`config.mk`:
```
export PLATFORM = sky130hd
export DESIGN_NAME = drive_status_led_encoder
export DESIGN_NICKNAME = d
export VERILOG_FILES = /design/src/led_pkg.sv /design/src/ms_timebase.sv /design/src/pattern_gen.sv /design/src/drive_status_led_encoder.sv
export VERILOG_INCLUDE_DIRS = /design/src /design/src/src
export SDC_FILE = /design/constraint.sdc
export NUM_CORES = 1
export LEC_CHECK = 0
export ABC_AREA = 1
export BUFFER_PORTS_ARGS = -buffer_cell sky130_fd_sc_hd__buf_2
export CELL_PAD_IN_SITES_DETAIL_PLACEMENT = 1
export CELL_PAD_IN_SITES_GLOBAL_PLACEMENT = 1
export CORE_ASPECT_RATIO = 1.75
export CORE_MARGIN = 2
export CORE_UTILIZATION = 40
export DETAILED_ROUTE_END_ITERATION = 8
export HOLD_SLACK_MARGIN = 0.05
export PLACE_DENSITY = 0.73
export SYNTH_ARGS = -nofsm -noshare
export SYNTH_HDL_FRONTEND = slang
export SYNTH_SLANG_ARGS = --single-unit
```
`constraint.sdc`:
```
create_clock -name mclk -period 5.6 [get_ports mclk]
set_input_delay 0.28 -clock mclk [delete_from_list [all_inputs] [get_ports mclk]]
set_output_delay 0.28 -clock mclk [all_outputs]
set_load 0.005 [all_outputs]
```
`src/led_cfg.svh`:
```
// timing and pattern constants for the status indicator encoder
`ifndef LED_CFG_SVH
`define LED_CFG_SVH

// clock period and one millisecond, both in picoseconds
`define CLK_PERIOD_PS   32'h00001F40
`define MS_PS           32'h3B9ACA00
`define MS_CYCLES_DEF   (`MS_PS / `CLK_PERIOD_PS)

// on/off durations in milliseconds
`define BLINK_ON_MS     16'h00C8
`define BLINK_OFF_MS    16'h00C8
`define FLASH_ON_MS     16'h00C8
`define FLASH_GAP_MS    16'h03E8
`define DFLASH_OFF_MS   16'h00C8
`define FLICK_MS        16'h0032
`define ALARM_ON_MS     16'h00C8
`define ALARM_OFF_MS    16'h00C8
`define ALARM_GAP_MS    16'h05DC
`define SIM_STEP_MS     16'h01F4

// pulse counts per group
`define ONE_PULSE       8'h01
`define TWO_PULSES      8'h02

`endif

```
`src/led_pkg.sv`:
```
// types shared by the status indicator encoder modules
package led_pkg;

  typedef enum logic [1:0] {
    PAT_ON  = 2'h0,
    PAT_OFF = 2'h1,
    PAT_GAP = 2'h3
  } pat_state_t;

  typedef enum logic [2:0] {
    PA_DARK    = 3'h0,
    PA_GREEN   = 3'h1,
    PA_INFO    = 3'h3,
    PA_ILOCK   = 3'h2,
    PA_EXEC    = 3'h6,
    PA_REMOVAL = 3'h7,
    PA_ALARM   = 3'h5,
    PA_SIM     = 3'h4
  } pa_mode_t;

  typedef enum logic [1:0] {
    SIM_GREEN = 2'h0,
    SIM_RED   = 2'h1,
    SIM_BOTH  = 2'h3,
    SIM_DARK  = 2'h2
  } sim_step_t;

  typedef enum logic [1:0] {
    FB_INIT   = 2'h0,
    FB_PREOP  = 2'h1,
    FB_SAFEOP = 2'h2,
    FB_OP     = 2'h3
  } fb_state_t;

  typedef enum logic [1:0] {
    ERR_NONE  = 2'h0,
    ERR_SETUP = 2'h1,
    ERR_DATA  = 2'h2,
    ERR_WDOG  = 2'h3
  } comm_err_t;

endpackage

```
`src/ms_timebase.sv`:
```
// one-cycle tick every millisecond
`timescale 1ns/100ps
`include "led_cfg.svh"
module ms_timebase #(
  parameter int unsigned CYC = `MS_CYCLES_DEF
) (
  // clock and reset
  input  wire logic mclk,
  input  wire logic rst_n,
  input  wire logic ce,
  // tick out
  output logic      tick_r
);

  localparam int unsigned W = $clog2(CYC);

  logic [W-1:0] cnt_r;
  logic         wrap;

  assign wrap = (cnt_r == W'(CYC - 1));

  always_ff @(posedge mclk or negedge rst_n)
  begin
    if (!rst_n)
    begin
      cnt_r  <= '0;
      tick_r <= 1'b0;
    end
    else if (ce)
    begin
      cnt_r  <= wrap ? '0 : W'(cnt_r + 1'b1);
      tick_r <= wrap;
    end
  end

endmodule

```
`src/pattern_gen.sv`:
```
// on/off pulse group generator: pulses on/off, then a long gap
`timescale 1ns/100ps
`include "led_cfg.svh"
module pattern_gen
  import led_pkg::*;
#(
  parameter logic [15:0] ON_MS  = `BLINK_ON_MS,
  parameter logic [15:0] OFF_MS = `BLINK_OFF_MS,
  parameter logic [15:0] GAP_MS = `BLINK_OFF_MS
) (
  // clock and reset
  input  wire logic       mclk,
  input  wire logic       rst_n,
  input  wire logic       ce,
  // timing and control
  input  wire logic       tick,
  input  wire logic       enable,
  input  wire logic [7:0] pulses,
  // pattern level
  output logic            lit
);

  pat_state_t  st_r;
  logic [15:0] cnt_r;
  logic [7:0]  pulse_r;
  logic [15:0] limit;
  logic        done;
  logic        last_pulse;

  always_comb
  begin
    case (st_r)
      PAT_ON:  limit = ON_MS;
      PAT_OFF: limit = OFF_MS;
      default: limit = GAP_MS;
    endcase
  end

  assign done       = (16'(cnt_r + 16'h0001) >= limit);
  // a count of zero still gives one pulse per group
  assign last_pulse = (8'(pulse_r + 8'h01) >= pulses);
  assign lit        = enable && (st_r == PAT_ON);

  always_ff @(posedge mclk or negedge rst_n)
  begin
    if (!rst_n)
    begin
      st_r    <= PAT_ON;
      cnt_r   <= 16'h0000;
      pulse_r <= 8'h00;
    end
    else if (ce)
    begin
      // restart so each group begins with a whole pulse
      if (!enable)
      begin
        st_r    <= PAT_ON;
        cnt_r   <= 16'h0000;
        pulse_r <= 8'h00;
      end
      else if (tick)
      begin
        if (done)
        begin
          cnt_r <= 16'h0000;
          case (st_r)
            PAT_ON:
            begin
              if (last_pulse)
              begin
                st_r    <= PAT_GAP;
                pulse_r <= 8'h00;
              end
              else
              begin
                st_r    <= PAT_OFF;
                pulse_r <= 8'(pulse_r + 8'h01);
              end
            end
            PAT_OFF: st_r <= PAT_ON;
            default: st_r <= PAT_ON;
          endcase
        end
        else
        begin
          cnt_r <= 16'(cnt_r + 16'h0001);
        end
      end
    end
  end

endmodule

```
`src/drive_status_led_encoder.sv`:
```
// front-panel status indicator encoder of the motor driver
`timescale 1ns/100ps
`include "led_cfg.svh"

// Functional notes
// - no control power: green and red dark
// - power, nothing special: steady green only
// - alarm: red blinks code count, green off
// - removal: blink green until clear input after release
// - info or remote: double-blink both colours
// - interlock release: blink both for set duration
// - preset function running: both steadily lit
// - simulation: green, red, both, dark repeating
// - run indicator follows fieldbus state
// - error indicator shows communication error class
// - link indicator: dark, lit, flicker on traffic
module drive_status_led_encoder
  import led_pkg::*;
#(
  parameter int unsigned MS_CYCLES = `MS_CYCLES_DEF
) (
  // clock, enable and reset
  input  wire logic        mclk,
  input  wire logic        rst_n,
  input  wire logic        ce,
  // power and alarm conditions
  input  wire logic        ctrl_power_ok,
  input  wire logic        alarm_active,
  input  wire logic [7:0]  alarm_blinks,
  input  wire logic        removal_active,
  input  wire logic        removal_clear_input,
  input  wire logic        info_active,
  input  wire logic        remote_active,
  input  wire logic        ilock_release,
  input  wire logic [15:0] ilock_ms,
  input  wire logic        preset_exec,
  input  wire logic        sim_mode,
  // fieldbus status
  input  wire fb_state_t   fb_state,
  input  wire comm_err_t   comm_err,
  input  wire logic        link_up,
  input  wire logic        link_traffic,
  // indicator drives
  output logic             pa_green_r,
  output logic             pa_red_r,
  output logic             run_led_r,
  output logic             err_led_r,
  output logic             link_led_r
);

  function automatic sim_step_t next_step(input sim_step_t s);
    case (s)
      SIM_GREEN: next_step = SIM_RED;
      SIM_RED:   next_step = SIM_BOTH;
      SIM_BOTH:  next_step = SIM_DARK;
      default:   next_step = SIM_GREEN;
    endcase
  endfunction

  logic        pwr_meta_r;
  logic        pwr_s_r;
  logic        tick;
  logic        blink_lit;
  logic        sflash_lit;
  logic        dflash_lit;
  logic        flick_lit;
  logic        alarm_lit;
  logic        removal_hold_r;
  logic [15:0] ilock_left_r;
  logic [15:0] sim_cnt_r;
  logic        sim_adv;
  sim_step_t   sim_step_r;
  pa_mode_t    pa_mode_r;
  pa_mode_t    pa_mode_nxt;

  // power sense arrives from a supply monitor pin
  always_ff @(posedge mclk or negedge rst_n)
  begin
    if (!rst_n)
    begin
      pwr_meta_r <= 1'b0;
      pwr_s_r    <= 1'b0;
    end
    else if (ce)
    begin
      pwr_meta_r <= ctrl_power_ok;
      pwr_s_r    <= pwr_meta_r;
    end
  end

  ms_timebase #(
    .CYC (MS_CYCLES)
  ) u_tb (
    .mclk   (mclk),
    .rst_n  (rst_n),
    .ce     (ce),
    .tick_r (tick)
  );

  pattern_gen #(
    .ON_MS  (`BLINK_ON_MS),
    .OFF_MS (`BLINK_OFF_MS),
    .GAP_MS (`BLINK_OFF_MS)
  ) u_blink (
    .mclk   (mclk),
    .rst_n  (rst_n),
    .ce     (ce),
    .tick   (tick),
    .enable (1'b1),
    .pulses (`ONE_PULSE),
    .lit    (blink_lit)
  );

  pattern_gen #(
    .ON_MS  (`FLASH_ON_MS),
    .OFF_MS (`FLASH_GAP_MS),
    .GAP_MS (`FLASH_GAP_MS)
  ) u_sflash (
    .mclk   (mclk),
    .rst_n  (rst_n),
    .ce     (ce),
    .tick   (tick),
    .enable (1'b1),
    .pulses (`ONE_PULSE),
    .lit    (sflash_lit)
  );

  pattern_gen #(
    .ON_MS  (`FLASH_ON_MS),
    .OFF_MS (`DFLASH_OFF_MS),
    .GAP_MS (`FLASH_GAP_MS)
  ) u_dflash (
    .mclk   (mclk),
    .rst_n  (rst_n),
    .ce     (ce),
    .tick   (tick),
    .enable (1'b1),
    .pulses (`TWO_PULSES),
    .lit    (dflash_lit)
  );

  pattern_gen #(
    .ON_MS  (`FLICK_MS),
    .OFF_MS (`FLICK_MS),
    .GAP_MS (`FLICK_MS)
  ) u_flick (
    .mclk   (mclk),
    .rst_n  (rst_n),
    .ce     (ce),
    .tick   (tick),
    .enable (link_traffic),
    .pulses (`ONE_PULSE),
    .lit    (flick_lit)
  );

  // group length is the alarm's blink count
  pattern_gen #(
    .ON_MS  (`ALARM_ON_MS),
    .OFF_MS (`ALARM_OFF_MS),
    .GAP_MS (`ALARM_GAP_MS)
  ) u_alarm (
    .mclk   (mclk),
    .rst_n  (rst_n),
    .ce     (ce),
    .tick   (tick),
    .enable (pa_mode_r == PA_ALARM),
    .pulses (alarm_blinks),
    .lit    (alarm_lit)
  );

  // hold until clear input; a new removal wins over clear
  always_ff @(posedge mclk or negedge rst_n)
  begin
    if (!rst_n)
      removal_hold_r <= 1'b0;
    else if (ce)
    begin
      if (removal_active)
        removal_hold_r <= 1'b1;
      else if (removal_clear_input)
        removal_hold_r <= 1'b0;
    end
  end

  // load on release, count down in milliseconds
  always_ff @(posedge mclk or negedge rst_n)
  begin
    if (!rst_n)
      ilock_left_r <= 16'h0000;
    else if (ce)
    begin
      if (ilock_release)
        ilock_left_r <= ilock_ms;
      else if (tick && (ilock_left_r != 16'h0000))
        ilock_left_r <= 16'(ilock_left_r - 16'h0001);
    end
  end

  assign sim_adv = (pa_mode_r == PA_SIM) && tick &&
                   (16'(sim_cnt_r + 16'h0001) >= `SIM_STEP_MS);

  always_ff @(posedge mclk or negedge rst_n)
  begin
    if (!rst_n)
    begin
      sim_cnt_r  <= 16'h0000;
      sim_step_r <= SIM_GREEN;
    end
    else if (ce)
    begin
      if (pa_mode_r != PA_SIM)
      begin
        sim_cnt_r  <= 16'h0000;
        sim_step_r <= SIM_GREEN;
      end
      else if (sim_adv)
      begin
        sim_cnt_r  <= 16'h0000;
        sim_step_r <= next_step(sim_step_r);
      end
      else if (tick)
        sim_cnt_r <= 16'(sim_cnt_r + 16'h0001);
    end
  end

  always_comb
  begin
    if (!pwr_s_r)
      pa_mode_nxt = PA_DARK;
    else if (alarm_active)
      pa_mode_nxt = PA_ALARM;
    else if (removal_hold_r || removal_active)
      pa_mode_nxt = PA_REMOVAL;
    else if (sim_mode)
      pa_mode_nxt = PA_SIM;
    else if (preset_exec)
      pa_mode_nxt = PA_EXEC;
    else if (ilock_left_r != 16'h0000)
      pa_mode_nxt = PA_ILOCK;
    else if (info_active || remote_active)
      pa_mode_nxt = PA_INFO;
    else
      pa_mode_nxt = PA_GREEN;
  end

  always_ff @(posedge mclk or negedge rst_n)
  begin
    if (!rst_n)
      pa_mode_r <= PA_DARK;
    else if (ce)
      pa_mode_r <= pa_mode_nxt;
  end

  always_ff @(posedge mclk or negedge rst_n)
  begin
    if (!rst_n)
    begin
      pa_green_r <= 1'b0;
      pa_red_r   <= 1'b0;
    end
    else if (ce)
    begin
      case (pa_mode_r)
        PA_DARK:
        begin
          pa_green_r <= 1'b0;
          pa_red_r   <= 1'b0;
        end
        PA_ALARM:
        begin
          pa_green_r <= 1'b0;
          pa_red_r   <= alarm_lit;
        end
        PA_REMOVAL:
        begin
          pa_green_r <= blink_lit;
          pa_red_r   <= 1'b0;
        end
        PA_SIM:
        begin
          pa_green_r <= (sim_step_r == SIM_GREEN) ||
                        (sim_step_r == SIM_BOTH);
          pa_red_r   <= (sim_step_r == SIM_RED) ||
                        (sim_step_r == SIM_BOTH);
        end
        PA_EXEC:
        begin
          pa_green_r <= 1'b1;
          pa_red_r   <= 1'b1;
        end
        PA_ILOCK:
        begin
          pa_green_r <= blink_lit;
          pa_red_r   <= blink_lit;
        end
        PA_INFO:
        begin
          pa_green_r <= dflash_lit;
          pa_red_r   <= dflash_lit;
        end
        default:
        begin
          pa_green_r <= 1'b1;
          pa_red_r   <= 1'b0;
        end
      endcase
    end
  end

  always_ff @(posedge mclk or negedge rst_n)
  begin
    if (!rst_n)
      run_led_r <= 1'b0;
    else if (ce)
    begin
      case (fb_state)
        FB_PREOP:  run_led_r <= blink_lit;
        FB_SAFEOP: run_led_r <= sflash_lit;
        FB_OP:     run_led_r <= 1'b1;
        default:   run_led_r <= 1'b0;
      endcase
    end
  end

  always_ff @(posedge mclk or negedge rst_n)
  begin
    if (!rst_n)
      err_led_r <= 1'b0;
    else if (ce)
    begin
      case (comm_err)
        ERR_SETUP: err_led_r <= blink_lit;
        ERR_DATA:  err_led_r <= sflash_lit;
        ERR_WDOG:  err_led_r <= dflash_lit;
        default:   err_led_r <= 1'b0;
      endcase
    end
  end

  always_ff @(posedge mclk or negedge rst_n)
  begin
    if (!rst_n)
      link_led_r <= 1'b0;
    else if (ce)
      link_led_r <= link_up && (!link_traffic || flick_lit);
  end
endmodule

```
==> impl_metrics.ini, run 1 <==
[status]
status = finished, final reports clean

[clocking]
cts_sinks = 193
cts.repair.resized = 0
hold_buffers = 3
cts_tree = done
clockBufferDepth = 2
root_buffer = clkbuf_16
numCtsBuffers = 17
clk_latency_ns = 0.46
clk_pin_slew_worst_paths_ns = 0.07
cts_setup_buffers = 0
h-tree-depth = 4

[logic_synthesis]
yosysSeqAreaShare_pct = 42.2
yosysTopAreaCellShare_pct = 42.2
ys_ff_latch = 193
synth.area.top_cells = dfrtp_1 (42%), nand2_1 (14%), inv_1 (7.0%)
synthesis.nets = 1641
synthesis.area_sq_um = 11400
yosys_warnings = 0
postSynthAreaPerCell_sq_um = 7.34
synth_flop_cell = dfrtp_1
yosysTopAreaCell = dfrtp_1
synth_cell_types = 46
synth_enable_flop_cells = 0
async_flop_share_pct = 100
syn_inst = 1559

[routing]
wirelength_microns = 28900
drt_iter0_markers = 272
first_pass_iters = 4
vias_per_cell = 5.12
wl_per_cell_microns = 14.5
dr_total_vias = 10200
drc = 0
antenna_left = 0

[cells_and_area]
drive_gt1_share_pct = 7.86
stdcell_count = 1993
antenna_cells = 0
nNetsFinal = 1684
fin_util_pct = 44.8
area_growth_pct = 11.3
fin_area_sq_um = 12700

[sta]
skew_ns = 0.0114
tightestPinTransition_ns = 0.789
rsz0062_at_grt = false
setup_slack_ns = 2.63
hold_viol = 0
max_freq_mhz = 337
fin_crit_ns = 2.97
relSlewSlack_pct = 47.4
min_period_over_period_pct = 53.0
hold_ws_ns = 0.0781
tns_ns = 0
finalMaxSlewViolations = 0
setup_viol = 0

[placed_design]
gp_congestion = 0.852
place_area_sq_um = 12100
io_buffers = 46
dp_slack_ns = 2.67
dpl.cell_count = 1958
place_hpwl_microns = 21700

[global_route]
grt_usage_pct = 20.2
grt_pass1_vias = 10900
grt_overflow_total = 0
grt_pass1_wl_microns = 50100
grt_max_degree = 89
antenna_found_initial = 0

[setup_path]
path_max_fanout = 23
endpoint_kind = flip-flop
crit_family = simple AND/OR/NAND/NOR gates
cp-start-kind = flip-flop
critical-path-slowest-cell = nand3_2
cp_num_buf_inv = 0
timing.critical_path.cells = ha_1, nand2_1, nor2_1, xor2_1, ha_1, a21boi_0, nand3_1, nand3_1, nand2_1, nand2_1, nand2_1, nand3_2, nand3_2, nand2_1, nand2_1
worst-setup-path-type = flip-flop to flip-flop
crit_required_ns = 5.99
critPathMaxStageDelay_ns = 0.47
cp.arrival_ns = 3.36
cpMostUsedCell = nand2_1

[floorplan]
start_util_pct = 40.3
die_area_sq_um = 30000
die_x_microns = 132
ios = 47
fp.dieH_microns = 228
rows = 82
coreArea_sq_um = 28400

[pwr]
p_total_mw = 3.78
vdd_drop_max_uv = 241
total_leakage_power_nw = 6.25
pwr_density_cell_nw_per_um2 = 297

[run]
drv_cap = 0

[worst_hold_path]
hp-class = primary input to flip-flop
power by group:
| group | leakage (nW) | total (mW) | switching [mW] | internal (mW) |
|---|---|---|---|---|
| Combinational | 3.37 | 0.700 | 0.456 | 0.243 |
| Clock | 0.308 | 1.36 | 0.545 | 0.816 |
| Sequential | 2.57 | 1.72 | 0.165 | 1.56 |
cells in the final DEF, fill, tap and decap left out, drive strengths merged, types with 2 or more instances in the layout:
cell         netlist  layout
a21o               3       3
nor2             219     219
buf               12      50
nor3              30      30
clkinv             2       4
bufinv             0       5
nor4               7       7
dlygate4sd3        0       3
inv              215     215
nand4             52      52
or2                7       7
o211ai             3       3
xor2              50      50
nand2            437     437
dfrtp            193     193
nand3b             9       9
nor3b              4       4
a21oi             25      25
o21bai             3       3
o21ai             84      84
clkinvlp           0       2
nand3            101     101
xnor2              5       5
o22ai             23      23
clkbuf            18      24
a31oi              8       8
o21a               2       2
ha                40      40
logic make-up (layout without fill, tap and decap cells):
kind of cell | Yosys count | count (layout) | synth area share, %
simple gates | 867 | 867 | 32.9
buf+inv | 247 | 303 | 8.30
flops | 193 | 193 | 42.2
compound gates | 157 | 157 | 8.03
xor+xnor | 55 | 55 | 4.21
fa+ha+maj | 40 | 40 | 4.37
synthesized netlist by cell type (5+ instances only):
library cell,n
inv_1,212
a21oi_1,25
nand3_2,7
nand3_1,92
o21ai_2,6
xor2_1,50
o22ai_1,19
nor2_1,208
nand3b_1,9
dfrtp_1,193
nand4_1,51
or2_2,7
nor4_1,7
o21ai_0,74
nor3_1,28
a31oi_1,8
nor2_2,9
xnor2_1,5
clkbuf_1,18
buf_2,6
nand2_1,433
ha_1,40
layout make-up:
cell class | count | area (sq um)
timing repair buffer | 54 | 307
inverter | 217 | 815
multi-input combinational | 1119 | 5670
clock inverter | 9 | 179
sequential | 193 | 4830
fill | 3662 | 15700
tap | 378 | 473
clock buffer | 23 | 468
sequential cells by signal, summed over array words and instances, names as in the netlist, 2 cells and up:
signal	count
sim_cnt_r	16
u_dflash.st_r	2
u_alarm.st_r	2
u_tb.cnt_r	17
u_sflash.st_r	2
u_blink.pulse_r	8
pa_mode_r	3
u_flick.cnt_r	16
ilock_left_r	16
u_blink.cnt_r	16
u_alarm.pulse_r	8
u_sflash.pulse_r	8
u_alarm.cnt_r	16
sim_step_r	2
u_blink.st_r	2
u_flick.pulse_r	8
u_sflash.cnt_r	16
u_dflash.cnt_r	16
u_flick.st_r	2
u_dflash.pulse_r	8
routing by layer:
metal	track usage, %	up-vias	wire length [microns]
li1	-	5065	-
met1	21.2	5003	11500
met2	39.8	92	16200
met3	3.42	44	575
met4	6.56	0	641
met5	0	-	0
path summary, 6_finish.rpt:
check                                      endpoint                 from  slack, ns  cells after the start
worst max register to register   u_alarm.pulse_r[2]     u_alarm.cnt_r[1]       2.63                     15
worst max-delay path             u_alarm.pulse_r[2]     u_alarm.cnt_r[1]       2.63                     15
min in group asynchronous           ilock_left_r[4]                rst_n       0.43                      2
worst min register to register  u_sflash.pulse_r[2]  u_sflash.pulse_r[2]       0.47                      2
max in group asynchronous         u_sflash.cnt_r[2]                rst_n       3.84                      3
worst min-delay path                ilock_left_r[5]          ilock_ms[5]       0.08                      3
tightest hold or removal path: stages:
cell and delay, ns:
buf_2 0.09, nand2_1 0.05, a31oi_1 0.07
Note: power is estimated with default switching activity, not from simulation.
==> run 2: changes to the inputs <==
==> constraint.sdc (replaced) <==
create_clock -name mclk -period 3 [get_ports mclk]
set_input_delay 0.15 -clock mclk [delete_from_list [all_inputs] [get_ports mclk]]
set_output_delay 0.15 -clock mclk [all_outputs]
set_load 0.005 [all_outputs]
==> impl_metrics.ini, run 2 (same netlist as run 1, synthesis figures left out) <==
[cells_and_area]
fin_area_sq_um = 13100
antenna_cells = 0
final_common_cell = nand2_1
nNetsFinal = 1728
fill_cells = 3633
drive_gt1_share_pct = 8.69
largest_reg_flops = 17
area_growth_pct = 14.0
layout_common_cells = nand2_1 (433), inv_1 (211), nor2_1 (208), dfrtp_1 (193), nand3_1 (92)
top_register = u_tb.cnt_r
stdcell_count = 2036
fin_util_pct = 45.9

[routing]
wl_per_cell_microns = 14.6
dr_total_vias = 10300
antenna_left = 0
drt_iter0_markers = 299
drc = 0
first_pass_iters = 4
wirelength_microns = 29600
vias_per_cell = 5.07

[clocking]
clk_pin_slew_worst_paths_ns = 0.07
clk_latency_ns = 0.45
cts_setup_buffers = 0
numCtsBuffers = 17
h-tree-depth = 4
clockBufferDepth = 2
cts_sinks = 193
root_buffer = clkbuf_16
cts_tree = done

[sta]
hold_viol = 0
skew_ns = 0.00702
tightestPinTransition_ns = 0.806
finalMaxSlewViolations = 0
fin_crit_ns = 2.65
tns_ns = 0
min_period_over_period_pct = 88.5
max_freq_mhz = 377
setup_slack_ns = 0.346
rsz0062_at_grt = false
setup_viol = 0
relSlewSlack_pct = 46.2
hold_ws_ns = 0.0799

[placed_design]
dp_slack_ns = 0.352
place_area_sq_um = 12200
io_buffers = 46
gp_congestion = 0.840
dpl.cell_count = 1975
place_hpwl_microns = 22700

[run]
drv_cap = 0

[setup_path]
cp.arrival_ns = 2.99
path_max_fanout = 11
crit_required_ns = 3.34
endpoint_kind = flip-flop
cp-start-kind = flip-flop
worst-setup-path-type = flip-flop to flip-flop

[floorplan]
ios = 47
rows = 82
fp.dieH_microns = 228
start_util_pct = 40.3
die_area_sq_um = 30000
die_x_microns = 132
coreArea_sq_um = 28400

[pwr]
pwr_density_cell_nw_per_um2 = 520
vdd_drop_max_uv = 445
total_leakage_power_nw = 6.41
p_total_mw = 6.79

[global_route]
grt_overflow_total = 0
grt_max_degree = 69
grt_pass1_wl_microns = 51900
grt_pass1_vias = 11300
grt_usage_pct = 20.9
antenna_found_initial = 0

[worst_hold_path]
hp-class = primary input to flip-flop

[status]
status = finished, final reports clean
## run 2: cell types whose count changed in the layout (fill, tap and decap cells not counted), moves of 2 or more
cell           delta
buf_4            +16
inv_6             +2
bufinv_16         -5
dlygate4sd3_1    +27
clkbuf_8          +2
## run 2: area by class of cell
class	instances	area, sq um	share of cell area [%]
Clock buffer	24	492	3.77
Clock inverter	7	51.3	0.393
Inverter	217	815	6.24
Multi-Input combinational cell	1119	5670	43.5
Sequential cell	193	4830	37.0
Tap cell	378	473	3.62
Timing Repair Buffer	98	717	5.49
## run 2: path summary, 6_finish.rpt
path / start / endpoint / slack (ns) / depth (start not counted)
setup / recovery: u_alarm.cnt_r[1] / u_alarm.pulse_r[5] / 0.35 / 15
hold / removal: ilock_ms[14] / ilock_left_r[14] / 0.08 / 3
setup reg to reg: u_alarm.cnt_r[1] / u_alarm.pulse_r[5] / 0.35 / 15
hold reg to reg: u_dflash.pulse_r[4] / u_dflash.pulse_r[4] / 0.47 / 2
max in group asynchronous: rst_n / u_alarm.pulse_r[5] / 1.90 / 3
min in group asynchronous: rst_n / ilock_left_r[7] / 0.24 / 2
## run 2: worst max-delay path, cell delays in order, from the launching register on
cell and delay [ns]:
dfrtp_1 0.40, ha_1 0.22, nand2_1 0.10, nor2_1 0.18, nand2_1 0.11, xor2_1 0.22, ha_1 0.28, nand3_1 0.10
nor2_1 0.05, nand2_1 0.06, nand2_1 0.08, nand2_1 0.08, nand3_2 0.24, buf_4 0.26, nand4_1 0.08, nand2_1 0.07
## run 2: routing by layer
layer | GRT usage, % | part of all wire [%] | vias to the layer above
met3 | 3.13 | 1.7 | 41
met2 | 42.0 | 57 | 86
met1 | 21.6 | 40 | 5040
met5 | 0 | 0 | -
met4 | 6.62 | 2.0 | 0
li1 | - | - | 5151
## run 2: what timing repair did
action | in CTS | in global routing
gates resized for setup | 0 | 1
setup endpoints to repair | 0 | 1
hold buffers | 30 | 0
endpoints found under the hold margin | 87 | 0
## run 2: power breakdown
part,internal [mW],total (mW),switching [mW]
Clock,1.15,2.17,1.03
Combinational,0.521,1.41,0.886
Sequential,2.90,3.21,0.306
Total,4.57,6.79,2.22
